$ cat config.mk
export PLATFORM = sky130hd
export DESIGN_NAME = hbt_break_unit
export DESIGN_NICKNAME = d
export VERILOG_FILES = /design/src/rtl/hbt_pkg.sv /design/src/rtl/hbt_break_unit.sv /design/src/rtl/hbt_trans_path.sv /design/src/rtl/hbt_delay_ctr.sv
export VERILOG_INCLUDE_DIRS = /design/src /design/src/rtl
export SDC_FILE = /design/constraint.sdc
export NUM_CORES = 1
export LEC_CHECK = 0
export BUFFER_PORTS_ARGS = -buffer_cell sky130_fd_sc_hd__clkbuf_2
export CAP_MARGIN = 20
export CORE_MARGIN = 2
export CORE_UTILIZATION = 45
export CTS_CLUSTER_DIAMETER = 150
export CTS_CLUSTER_SIZE = 24
export DETAILED_ROUTE_END_ITERATION = 7
export PLACE_DENSITY = 0.64
export SYNTH_ARGS = -nofsm -noshare
export SYNTH_HDL_FRONTEND = slang
export SYNTH_SLANG_ARGS = --single-unit
$ cat constraint.sdc
create_clock -name clk -period 10.73 [get_ports clk]
set_input_delay 1.6095 -clock clk [delete_from_list [all_inputs] [get_ports clk]]
set_output_delay 1.6095 -clock clk [all_outputs]
set_load 0.02 [all_outputs]
$ cat src/rtl/hbt_consts.svh
`ifndef HBT_CONSTS_SVH
`define HBT_CONSTS_SVH

// ==========================================================================
// sizes of the break logic
`define HBT_MAX_EVENTS 16
`define HBT_SEQ_STEPS 6
`define HBT_NUM_PATHS 9
`define HBT_NUM_EXC 8
`define HBT_DELAY_RST 16'h0000
`define HBT_EVT_CNT_W 6

// ==========================================================================
// timing: least round trip between transition states (far side keeps it)
`define HBT_CLK_MHZ 20
`define HBT_RT_MIN_US 10
`define HBT_RT_MIN_CYC (`HBT_RT_MIN_US * `HBT_CLK_MHZ)

// ==========================================================================
// register byte offsets
`define HBT_OFF_CTRL 8'h00
`define HBT_OFF_CMD 8'h04
`define HBT_OFF_ORMASK 8'h08
`define HBT_OFF_OTHMASK 8'h0c
`define HBT_OFF_EXCMASK 8'h10
`define HBT_OFF_DELAY 8'h14
`define HBT_OFF_RLO 8'h18
`define HBT_OFF_RHI 8'h1c
`define HBT_OFF_SEQEVT 8'h20
`define HBT_OFF_SEQLEN 8'h24
`define HBT_OFF_RSTPT 8'h28
`define HBT_OFF_STATUS 8'h2c
`define HBT_OFF_PATH0 8'h30
`define HBT_OFF_CUMSEEN 8'h54

// ==========================================================================
// field positions and reset values
`define HBT_CTRL_RST 32'h00000001
`define HBT_CTRL_OREN 0
`define HBT_CTRL_OTHEN 1
`define HBT_CTRL_MODE 4
`define HBT_CTRL_DLYEN 8
`define HBT_CMD_APPLY 0
`define HBT_CMD_CLRBRK 1
`define HBT_ST_BRK 0
`define HBT_ST_BUSY 1
`define HBT_ST_CFGERR 2
`define HBT_ST_STEP 4
`define HBT_ST_TSTATE 8
`define HBT_PATH_FROM 0
`define HBT_PATH_TO 2
`define HBT_PATH_EVT 4
`define HBT_PATH_EN 8
`define HBT_PATH_TO_BRK 2'h3
`define HBT_RST_EN 4
`define HBT_RESP_OKAY 2'h0
`define HBT_RESP_SLVERR 2'h2

`endif

$ cat src/rtl/hbt_pkg.sv
package hbt_pkg;
  // ========================================================================
  // combination modes of the other-conditions group
  typedef enum logic [2:0] {
    HBT_CUM = 3'h0,
    HBT_SIM = 3'h1,
    HBT_SUB = 3'h2,
    HBT_SEQ = 3'h3,
    HBT_TRN = 3'h4
  } hbt_mode_t;

  // ========================================================================
  // transition machine states, gray along the usual path
  typedef enum logic [1:0] {
    HBT_ST0 = 2'h0,
    HBT_ST1 = 2'h1,
    HBT_ST2 = 2'h3
  } hbt_tstate_t;
endpackage

$ cat src/rtl/hbt_break_unit.sv
// The AXI4-Lite register port and the address map were chosen for this implementation.
`timescale 1ns/1ps
`include "hbt_consts.svh"

// How it works
// - at most sixteen events; larger set refused
// - OR condition breaks on any enabled event
// - other group off at reset; one mode
// - cumulative AND remembers events until all seen
// - simultaneous AND needs all events together
// - subroutine: chosen event inside address range
// - six forward steps, reset point restarts
// - three states, nine paths, reset point
// - eight exception sources, each enabled separately
// - groups independent; any satisfied group breaks
// - optional delay of 0..65535 bus cycles
// - settings act only after apply command
// - OR re-enable clears the mask on overflow, else keeps it
module hbt_break_unit import hbt_pkg::*; #(
  parameter int ADDR_W = 32,
  parameter int DLY_W = 16
) (
  input wire logic clk,
  input wire logic nrst,
  input wire logic [7:0] s_axi_awaddr,
  input wire logic s_axi_awvalid,
  output logic s_axi_awready,
  input wire logic [31:0] s_axi_wdata,
  input wire logic [3:0] s_axi_wstrb,
  input wire logic s_axi_wvalid,
  output logic s_axi_wready,
  output logic [1:0] s_axi_bresp,
  output logic s_axi_bvalid,
  input wire logic s_axi_bready,
  input wire logic [7:0] s_axi_araddr,
  input wire logic s_axi_arvalid,
  output logic s_axi_arready,
  output logic [31:0] s_axi_rdata,
  output logic [1:0] s_axi_rresp,
  output logic s_axi_rvalid,
  input wire logic s_axi_rready,
  input wire logic busCycle,
  input wire logic [15:0] evtHit,
  input wire logic [ADDR_W-1:0] pcAddr,
  input wire logic [7:0] excEvt,
  output logic breakReq
);
  // ========================================================================
  // elaboration checks
  if (ADDR_W < 1 || ADDR_W > 32) begin : g_chk_addr
    $error("ADDR_W must be 1..32");
  end
  if (DLY_W != 16) begin : g_chk_dly
    $error("DLY_W must be 16 for the 0..65535 delay range");
  end

  // ========================================================================
  // declarations
  logic awHeld, wHeld, wrDo, arDo;
  logic [7:0] awAddrQ;
  logic [31:0] wDataQ, wMerged;
  logic [32:0] wrLook, rdLook;
  logic [3:0] wStrbQ;
  // staged settings, written by software
  logic sOrEn, sOthEn, sDlyEn;
  hbt_mode_t sMode;
  logic [15:0] sOrMask, sOthMask;
  logic [7:0] sExcMask;
  logic [DLY_W-1:0] sDelay;
  logic [ADDR_W-1:0] sLo, sHi;
  logic [23:0] sSeqEvt;
  logic [2:0] sSeqLen;
  logic [4:0] sRst;
  logic [8:0] sPath [`HBT_NUM_PATHS];
  // applied settings, used by the break logic
  logic aOrEn, aOthEn, aDlyEn;
  hbt_mode_t aMode;
  logic [15:0] aOrMask, aOthMask;
  logic [7:0] aExcMask;
  logic [DLY_W-1:0] aDelay;
  logic [ADDR_W-1:0] aLo, aHi;
  logic [23:0] aSeqEvt;
  logic [2:0] aSeqLen;
  logic [4:0] aRst;
  logic [8:0] aPath [`HBT_NUM_PATHS];
  // run state
  logic [15:0] cumSeen, hit;
  logic [2:0] seqStep;
  hbt_tstate_t tState;
  logic [1:0] tIdx;
  logic cfgErr, applyCmd, applyOk, clrCmd;
  logic [`HBT_EVT_CNT_W-1:0] evtTotal, othCnt;
  logic orMatch, othMatch, excMatch, anyMatch, rstHit;
  logic cumMatch, simMatch, subMatch, seqMatch, trnMatch;
  logic seqAdv, trnFire, stop, dlyBusy;
  logic [1:0] trnDest;
  logic [`HBT_NUM_PATHS-1:0] pFire;
  logic [1:0] pDest [`HBT_NUM_PATHS];

  // ========================================================================
  // helpers
  function automatic logic [`HBT_EVT_CNT_W-1:0] popCnt(input logic [15:0] v);
    logic [`HBT_EVT_CNT_W-1:0] n;
    n = '0;
    for (int i = 0; i < 16; i++) begin
      n = n + `HBT_EVT_CNT_W'(v[i]);
    end
    return n;
  endfunction

  // register read-back; bit 32 flags a mapped address
  function automatic logic [32:0] regRead(input logic [7:0] a);
    logic [32:0] r;
    r = {1'b1, 32'h00000000};
    unique case (a)
      `HBT_OFF_CTRL: r[23:0] = {15'h0000, sDlyEn, 1'b0, sMode, 2'h0,
                               sOthEn, sOrEn};
      `HBT_OFF_CMD: r[0] = 1'b0;
      `HBT_OFF_ORMASK: r[15:0] = sOrMask;
      `HBT_OFF_OTHMASK: r[15:0] = sOthMask;
      `HBT_OFF_EXCMASK: r[7:0] = sExcMask;
      `HBT_OFF_DELAY: r[DLY_W-1:0] = sDelay;
      `HBT_OFF_RLO: r[ADDR_W-1:0] = sLo;
      `HBT_OFF_RHI: r[ADDR_W-1:0] = sHi;
      `HBT_OFF_SEQEVT: r[23:0] = sSeqEvt;
      `HBT_OFF_SEQLEN: r[2:0] = sSeqLen;
      `HBT_OFF_RSTPT: r[4:0] = sRst;
      `HBT_OFF_STATUS: r[9:0] = {2'(tIdx), 1'b0, seqStep, 1'b0,
                                 cfgErr, dlyBusy, breakReq};
      `HBT_OFF_CUMSEEN: r[15:0] = cumSeen;
      default: begin
        r = '0;
        for (int p = 0; p < `HBT_NUM_PATHS; p++) begin
          if (a == 8'(`HBT_OFF_PATH0 + 4 * p)) begin
            r = {1'b1, 23'h000000, sPath[p]};
          end
        end
      end
    endcase
    return r;
  endfunction

  // ========================================================================
  // AXI4-Lite write channel: address and data in either order
  assign s_axi_awready = !awHeld && !s_axi_bvalid;
  assign s_axi_wready = !wHeld && !s_axi_bvalid;
  assign wrDo = awHeld && wHeld && !s_axi_bvalid;
  always_comb begin
    wrLook = regRead(awAddrQ);
    rdLook = regRead({s_axi_araddr[7:2], 2'h0});
    for (int b = 0; b < 4; b++) begin
      wMerged[8*b +: 8] = wStrbQ[b] ? wDataQ[8*b +: 8] : wrLook[8*b +: 8];
    end
  end

  // hold address and data until both are present, then answer
  always_ff @(posedge clk or negedge nrst) begin
    if (!nrst) begin
      awHeld <= 1'b0;
      wHeld <= 1'b0;
      awAddrQ <= 8'h00;
      wDataQ <= 32'h00000000;
      wStrbQ <= 4'h0;
      s_axi_bvalid <= 1'b0;
      s_axi_bresp <= `HBT_RESP_OKAY;
    end else begin
      if (s_axi_awvalid && s_axi_awready) begin
        awHeld <= 1'b1;
        awAddrQ <= {s_axi_awaddr[7:2], 2'h0};
      end
      if (s_axi_wvalid && s_axi_wready) begin
        wHeld <= 1'b1;
        wDataQ <= s_axi_wdata;
        wStrbQ <= s_axi_wstrb;
      end
      if (wrDo) begin
        awHeld <= 1'b0;
        wHeld <= 1'b0;
        s_axi_bvalid <= 1'b1;
        s_axi_bresp <= wrLook[32] ? `HBT_RESP_OKAY : `HBT_RESP_SLVERR;
      end else if (s_axi_bready) begin
        s_axi_bvalid <= 1'b0;
      end
    end
  end

  // ========================================================================
  // AXI4-Lite read channel: one cycle to the data
  assign s_axi_arready = !s_axi_rvalid;
  assign arDo = s_axi_arvalid && s_axi_arready;
  always_ff @(posedge clk or negedge nrst) begin
    if (!nrst) begin
      s_axi_rvalid <= 1'b0;
      s_axi_rdata <= 32'h00000000;
      s_axi_rresp <= `HBT_RESP_OKAY;
    end else if (arDo) begin
      s_axi_rvalid <= 1'b1;
      s_axi_rdata <= rdLook[31:0];
      s_axi_rresp <= rdLook[32] ? `HBT_RESP_OKAY : `HBT_RESP_SLVERR;
    end else if (s_axi_rready) begin
      s_axi_rvalid <= 1'b0;
    end
  end

  // ========================================================================
  // staged settings
  assign othCnt = sOthEn ? popCnt(sOthMask) : '0;
  assign evtTotal = (sOrEn ? popCnt(sOrMask) : '0) + othCnt;
  always_ff @(posedge clk or negedge nrst) begin
    if (!nrst) begin
      sOrEn <= 1'b1;
      sOthEn <= 1'b0;
      sMode <= HBT_CUM;
      sDlyEn <= 1'b0;
      sOrMask <= 16'h0000;
      sOthMask <= 16'h0000;
      sExcMask <= 8'h00;
      sDelay <= `HBT_DELAY_RST;
      sLo <= '0;
      sHi <= '0;
      sSeqEvt <= 24'h000000;
      sSeqLen <= 3'h1;
      sRst <= 5'h00;
      for (int p = 0; p < `HBT_NUM_PATHS; p++) begin
        sPath[p] <= 9'h000;
      end
    end else if (wrDo) begin
      unique case (awAddrQ)
        `HBT_OFF_CTRL: begin
          sOrEn <= wMerged[`HBT_CTRL_OREN];
          sOthEn <= wMerged[`HBT_CTRL_OTHEN];
          sMode <= hbt_mode_t'(wMerged[`HBT_CTRL_MODE +: 3]);
          sDlyEn <= wMerged[`HBT_CTRL_DLYEN];
          if (wMerged[`HBT_CTRL_OREN] && !sOrEn &&
              popCnt(sOrMask) + othCnt > `HBT_EVT_CNT_W'(`HBT_MAX_EVENTS)) begin
            sOrMask <= 16'h0000;
          end
        end
        `HBT_OFF_ORMASK: sOrMask <= wMerged[15:0];
        `HBT_OFF_OTHMASK: sOthMask <= wMerged[15:0];
        `HBT_OFF_EXCMASK: sExcMask <= wMerged[7:0];
        `HBT_OFF_DELAY: sDelay <= wMerged[DLY_W-1:0];
        `HBT_OFF_RLO: sLo <= wMerged[ADDR_W-1:0];
        `HBT_OFF_RHI: sHi <= wMerged[ADDR_W-1:0];
        `HBT_OFF_SEQEVT: sSeqEvt <= wMerged[23:0];
        `HBT_OFF_SEQLEN: sSeqLen <= wMerged[2:0];
        `HBT_OFF_RSTPT: sRst <= wMerged[4:0];
        default: begin
          for (int p = 0; p < `HBT_NUM_PATHS; p++) begin
            if (awAddrQ == 8'(`HBT_OFF_PATH0 + 4 * p)) begin
              sPath[p] <= wMerged[8:0];
            end
          end
        end
      endcase
    end
  end

  // ========================================================================
  // apply command
  assign applyCmd = wrDo && awAddrQ == `HBT_OFF_CMD && wMerged[`HBT_CMD_APPLY];
  assign clrCmd = wrDo && awAddrQ == `HBT_OFF_CMD && wMerged[`HBT_CMD_CLRBRK];
  assign applyOk = applyCmd
    && evtTotal <= `HBT_EVT_CNT_W'(`HBT_MAX_EVENTS)
    && sSeqLen != 3'h0 && sSeqLen <= 3'(`HBT_SEQ_STEPS)
    && sMode <= HBT_TRN;

  always_ff @(posedge clk or negedge nrst) begin
    if (!nrst) begin
      aOrEn <= 1'b1;
      aOthEn <= 1'b0;
      aMode <= HBT_CUM;
      aDlyEn <= 1'b0;
      aOrMask <= 16'h0000;
      aOthMask <= 16'h0000;
      aExcMask <= 8'h00;
      aDelay <= `HBT_DELAY_RST;
      aLo <= '0;
      aHi <= '0;
      aSeqEvt <= 24'h000000;
      aSeqLen <= 3'h1;
      aRst <= 5'h00;
      for (int p = 0; p < `HBT_NUM_PATHS; p++) begin
        aPath[p] <= 9'h000;
      end
    end else if (applyOk) begin
      aOrEn <= sOrEn;
      aOthEn <= sOthEn;
      aMode <= sMode;
      aDlyEn <= sDlyEn;
      aOrMask <= sOrMask;
      aOthMask <= sOthMask;
      aExcMask <= sExcMask;
      aDelay <= sDelay;
      aLo <= sLo;
      aHi <= sHi;
      aSeqEvt <= sSeqEvt;
      aSeqLen <= sSeqLen;
      aRst <= sRst;
      aPath <= sPath;
    end
  end

  // result of the last apply
  always_ff @(posedge clk or negedge nrst) begin
    if (!nrst) begin
      cfgErr <= 1'b0;
    end else if (applyCmd) begin
      cfgErr <= !applyOk;
    end
  end

  // ========================================================================
  // match logic
  // sample per cycle
  assign hit = busCycle ? evtHit : 16'h0000;
  assign rstHit = aRst[`HBT_RST_EN] && hit[aRst[3:0]];
  assign orMatch = aOrEn && |(hit & aOrMask);
  assign excMatch = busCycle && |(excEvt & aExcMask);
  assign cumMatch = aOthMask != 16'h0000 && busCycle
    && ((cumSeen | hit) & aOthMask) == aOthMask;
  assign simMatch = aOthMask != 16'h0000 && (hit & aOthMask) == aOthMask;
  assign subMatch = |(hit & aOthMask) && pcAddr >= aLo && pcAddr <= aHi;
  assign seqAdv = hit[aSeqEvt[4 * seqStep +: 4]] && !rstHit;
  assign seqMatch = seqAdv && seqStep == aSeqLen - 3'h1;
  assign trnMatch = trnFire && trnDest == `HBT_PATH_TO_BRK && !rstHit;

  always_comb begin
    othMatch = 1'b0;
    if (aOthEn) begin
      unique case (aMode)
        HBT_CUM: othMatch = cumMatch;
        HBT_SIM: othMatch = simMatch;
        HBT_SUB: othMatch = subMatch;
        HBT_SEQ: othMatch = seqMatch;
        HBT_TRN: othMatch = trnMatch;
        default: othMatch = 1'b0;
      endcase
    end
  end

  assign anyMatch = orMatch || othMatch || excMatch;

  // ========================================================================
  // cumulative and sequential state
  always_ff @(posedge clk or negedge nrst) begin
    if (!nrst) begin
      cumSeen <= 16'h0000;
    end else if (applyOk || (aMode == HBT_CUM && cumMatch)) begin
      cumSeen <= 16'h0000;
    end else if (aOthEn && aMode == HBT_CUM) begin
      cumSeen <= cumSeen | (hit & aOthMask);
    end
  end

  always_ff @(posedge clk or negedge nrst) begin
    if (!nrst) begin
      seqStep <= 3'h0;
    end else if (applyOk || rstHit || seqMatch) begin
      seqStep <= 3'h0;
    end else if (aOthEn && aMode == HBT_SEQ && seqAdv) begin
      seqStep <= seqStep + 3'h1;
    end
  end

  // ========================================================================
  // transition machine
  always_comb begin
    unique case (tState)
      HBT_ST0: tIdx = 2'h0;
      HBT_ST1: tIdx = 2'h1;
      HBT_ST2: tIdx = 2'h2;
      default: tIdx = 2'h0;
    endcase
  end

  for (genvar p = 0; p < `HBT_NUM_PATHS; p++) begin : g_path
    hbt_trans_path u_path (
      .cfg(aPath[p]),
      .curIdx(tIdx),
      .hit(hit),
      .fire(pFire[p]),
      .dest(pDest[p])
    );
  end

  // lowest numbered firing path wins
  always_comb begin
    trnFire = 1'b0;
    trnDest = 2'h0;
    for (int p = `HBT_NUM_PATHS - 1; p >= 0; p--) begin
      if (pFire[p]) begin
        trnFire = 1'b1;
        trnDest = pDest[p];
      end
    end
  end

  always_ff @(posedge clk or negedge nrst) begin
    if (!nrst) begin
      tState <= HBT_ST0;
    end else if (applyOk || rstHit || trnMatch) begin
      tState <= HBT_ST0;
    end else if (aOthEn && aMode == HBT_TRN && trnFire) begin
      unique case (trnDest)
        2'h1: tState <= HBT_ST1;
        2'h2: tState <= HBT_ST2;
        default: tState <= HBT_ST0;
      endcase
    end
  end

  // ========================================================================
  // delay and break output
  // delay count
  hbt_delay_ctr #(.DLY_W(DLY_W)) u_delay (
    .clk(clk),
    .nrst(nrst),
    .tick(busCycle),
    .start(anyMatch),
    .enable(aDlyEn),
    .count(aDelay),
    .stop(stop),
    .busy(dlyBusy)
  );

  // stop request holds until software clears it; a new stop wins
  always_ff @(posedge clk or negedge nrst) begin
    if (!nrst) begin
      breakReq <= 1'b0;
    end else if (stop) begin
      breakReq <= 1'b1;
    end else if (clrCmd) begin
      breakReq <= 1'b0;
    end
  end
endmodule

$ cat src/rtl/hbt_trans_path.sv
`timescale 1ns/1ps
`include "hbt_consts.svh"

// one event-triggered path of the transition machine
module hbt_trans_path import hbt_pkg::*; (
  input wire logic [8:0] cfg,
  input wire logic [1:0] curIdx,
  input wire logic [15:0] hit,
  output logic fire,
  output logic [1:0] dest
);
  // path fires when enabled, leaving the current state, on its event
  assign fire = cfg[`HBT_PATH_EN]
    && (cfg[`HBT_PATH_FROM +: 2] == curIdx)
    && hit[cfg[`HBT_PATH_EVT +: 4]];
  assign dest = cfg[`HBT_PATH_TO +: 2];
endmodule

$ cat src/rtl/hbt_delay_ctr.sv
`timescale 1ns/1ps
`include "hbt_consts.svh"

// counts bus cycles between a breakpoint match and the stop
module hbt_delay_ctr import hbt_pkg::*; #(
  parameter int DLY_W = 16
) (
  input wire logic clk,
  input wire logic nrst,
  input wire logic tick,
  input wire logic start,
  input wire logic enable,
  input wire logic [DLY_W-1:0] count,
  output logic stop,
  output logic busy
);
  logic [DLY_W-1:0] remain;

  // stop now when no delay, else on the last counted bus cycle
  always_comb begin
    if (!busy) begin
      stop = start && (!enable || count == '0);
    end else begin
      stop = tick && remain == DLY_W'(1);
    end
  end

  // load on match, count down once per bus cycle
  always_ff @(posedge clk or negedge nrst) begin
    if (!nrst) begin
      busy <= 1'b0;
      remain <= '0;
    end else if (!busy) begin
      if (start && enable && count != '0) begin
        busy <= 1'b1;
        remain <= count;
      end
    end else if (tick) begin
      remain <= remain - DLY_W'(1);
      if (remain == DLY_W'(1)) begin
        busy <= 1'b0;
      end
    end
  end
endmodule

==> flow_summary.json <==
{
  "post-route-period-util_pct": 70.23,
  "rows": 98,
  "grtUsageTotal_pct": 30.12,
  "start_kind": "flop",
  "finalWeightedCongestion": 0.9793,
  "r2r-start": "sOrMask[5]",
  "synth_edf_count": 0,
  "drv_slew": 0,
  "die-area_mm2": 0.07485,
  "p_leak_nw": 16.25,
  "worst_slew_pin_slew_ns": 1.161,
  "fin_setup_tns_ns": 0,
  "grt_max_degree": 179,
  "postRouteAntennaNets": 0,
  "p_per_area_mw_per_mm2": 181.2,
  "slew_headroom_pct": 22.28,
  "antenna_found_initial": 6,
  "core_mm2": 0.07173,
  "synth_top_cell_by_area": "dfrtp_1",
  "root_buffer": "clkbuf_16",
  "finalNonFillerCells": 3930,
  "critPathKind": "flop to flop",
  "hold_class": "flop to flop",
  "hp-start": "s_axi_rdata[17]",
  "yosysMostFrequentCell": "dfrtp_1",
  "drc": 6,
  "holdPathEnd": "s_axi_rdata[17]",
  "die_w_um": 273.6,
  "worstRegToRegCells": 22,
  "syn2layout_area_growth_pct": 7.778,
  "via_per_inst": 6.511,
  "netlist.area_leader.share_pct": 45.45,
  "drive_gt1_share_pct": 25.01,
  "post_drt_wl_per_cell_um": 28.95,
  "io_buffers": 151,
  "stdcell_area_mm2": 0.03525,
  "via_count": 25590,
  "final-setup-viol-count": 0,
  "synth-seq-area-share_pct": 45.77,
  "cts_sinks": 598,
  "use_met3_pct": 5.193,
  "grt_pass1_wl_mm": 168.3,
  "fin_nets": 3187,
  "dr.pass1.iters": 8,
  "synth-main-ff-cell": "dfrtp_1",
  "critPathMaxFanout": 78,
  "cts_max_level": 1,
  "worst_slack_ns": 3.194,
  "die_h_um": 273.6,
  "endpoint_kind": "flop",
  "post_cts_buffers": 0,
  "timing.final.crit_period_ns": 7.536,
  "cts_resized": 0,
  "violations": "DRC",
  "cts_tree": "done",
  "crit_arrival_ns": 8.08,
  "hold_viol_final": 0,
  "netlist_area_mm2": 0.03271,
  "grt_overflow": 0,
  "max-vdd-ir-drop_mv": 0.1558,
  "clkSlewWorstSetupHoldPaths_ns": 0.11,
  "dp_hpwl_mm": 82.16,
  "placedCellCount": 3875,
  "place_area_mm2": 0.03440,
  "hold_buffers": 0,
  "status": "complete, but fails checks",
  "ys_types": 89,
  "reg2reg_slack_ns": 3.19,
  "rsz0062_at_grt": "false",
  "holdWs_ns": 0.4920,
  "cts-buffers-inserted": 28,
  "synth_common_cells": "dfrtp_1, mux2_2, nand2_1, o21ai_0, inv_1",
  "clock_insertion_delay_worst_skew_ns": 0.66,
  "max-clock-path-buffers": 3,
  "first_global_vias": 25520,
  "yosysWarnings": 0,
  "met1_usage_pct": 40.08,
  "grt_most_used_layer": "met2",
  "synth-seq-cells": 598,
  "async_reset_ff_share_pct": 100.0,
  "fin_skew_ns": 0.05696,
  "io_pins": 158,
  "cp.required_ns": 11.27,
  "start_util_pct": 45.59,
  "r2r_end": "seqStep[0]",
  "dr.first_iter.drc_count": 3462,
  "syn_area_per_cell_um2": 11.32,
  "grtUsageMet2_pct": 47.87,
  "cap_violations": 0,
  "routed_wirelength_mm": 113.8,
  "synth_area_leaders": "dfrtp_1, mux2_2, mux2_4",
  "place_ws_ns": 3.200,
  "fmax_ghz": 0.1327,
  "whs_path_depth": 2,
  "syn_inst": 2888
}
[registers in the layout (all words and copies together), names as in the netlist, 8 cells and up]
name and flops:
wDataQ 32, sPath 81, sOthMask 16, sDelay 16, sHi 32, aExcMask 8
aDelay 16, cumSeen 16, s_axi_rdata 32, sLo 32, u_delay.remain 16, aSeqEvt 24
sOrMask 16, aOrMask 16, sExcMask 8, sSeqEvt 24, aPath 81, aHi 32
aOthMask 16, aLo 32
[layout by cell type, fill, tap and decap left out, types with 22 or more instances in the layout]
cell and instances:
a21oi_1 101, a221oi_1 52, a222oi_1 40, a22o_1 39
a22oi_1 89, a31oi_1 35, buf_4 47, clkbuf_16 28
clkbuf_2 150, dfrtp_1 594, fa_1 22, ha_1 90
inv_1 165, mux2_2 271, mux2_4 146, mux2i_1 37
mux4_2 51, nand2_1 218, nand2b_1 25, nand3_1 43
nand4_1 40, nor2_1 138, nor2b_1 25, nor3_1 37
o21ai_0 173
[cell type report]
type | instances | area [um2]
Clock buffer | 49 | 789.5
Clock inverter | 1 | 16.27
Sequential cell | 598 | 14970
Timing Repair Buffer | 208 | 1266
Multi-Input combinational cell | 1957 | 16390
Antenna cell | 1 | 2.502
Tap cell | 950 | 1189
Fill cell | 6403 | 36480
Inverter | 166 | 623.1
[cell families (layout without fill, tap and decap cells)]
kind of cell    after synthesis  count (layout)  synth area share [%]
flops                       598             598                 45.77
simple gates                633             633                 9.384
xor+xnor                     10              10                0.2678
compound gates              695             695                 14.72
mux                         505             505                 20.68
other cells                   1               3               0.01147
fa+ha+maj                   112             112                 4.790
buf+inv                     334             424                 4.377
[worst max-delay path, cell delays in order (launching register included)]
cell	delay [ns]
dfrtp_1	0.56
inv_1	0.14
fa_1	0.54
inv_1	0.05
fa_1	0.46
fa_1	0.52
inv_1	0.05
fa_1	0.47
inv_1	0.04
ha_1	0.18
inv_1	0.07
fa_1	0.47
nor2b_1	0.25
ha_1	0.28
a21o_1	0.18
a21oi_1	0.23
nor3b_1	0.09
a41o_1	0.21
a211oi_1	0.50
or4_4	0.90
buf_12	0.53
nand2_1	0.40
a21oi_1	0.23
[per-layer routing]
metal / wire length [um] / part of all wire, %
met5: 138 / 0.12
met1: 45750 / 40
met3: 9354 / 8.2
met4: 6196 / 5.4
met2: 52340 / 46
[metrics by stage]
step                      power [mW]  util (%)
after floorplan                4.163         -
after global routing           6.673     49.14
after global placement         5.030     47.95
after CTS                      6.354     49.09
after detailed placement       5.105     47.96
final                          6.389     49.14
[how the worst max path moves through the flow]
stage | startpoint | to | slack, ns | cells past startpoint
after detailed placement | sOthMask[5] | seqStep[2] | 3.20 | 22
after global placement | sOthMask[5] | seqStep[0] | 3.28 | 22
after CTS | sOthMask[5] | seqStep[0] | 3.17 | 22
after global routing | sOthMask[5] | seqStep[0] | 2.97 | 22
final | sOrMask[5] | seqStep[0] | 3.19 | 22
after floorplan | sOthMask[11] | aDelay[0] | 4.97 | 22
[report_power, final]
part           leakage (nW)  internal [mW]  switching [mW]
combinational          7.75          0.706            1.10
sequential             8.12           2.66           0.664
clock                 0.383          0.505           0.759
total                  16.3           3.87            2.52
Note: power is estimated with default switching activity, not from simulation.
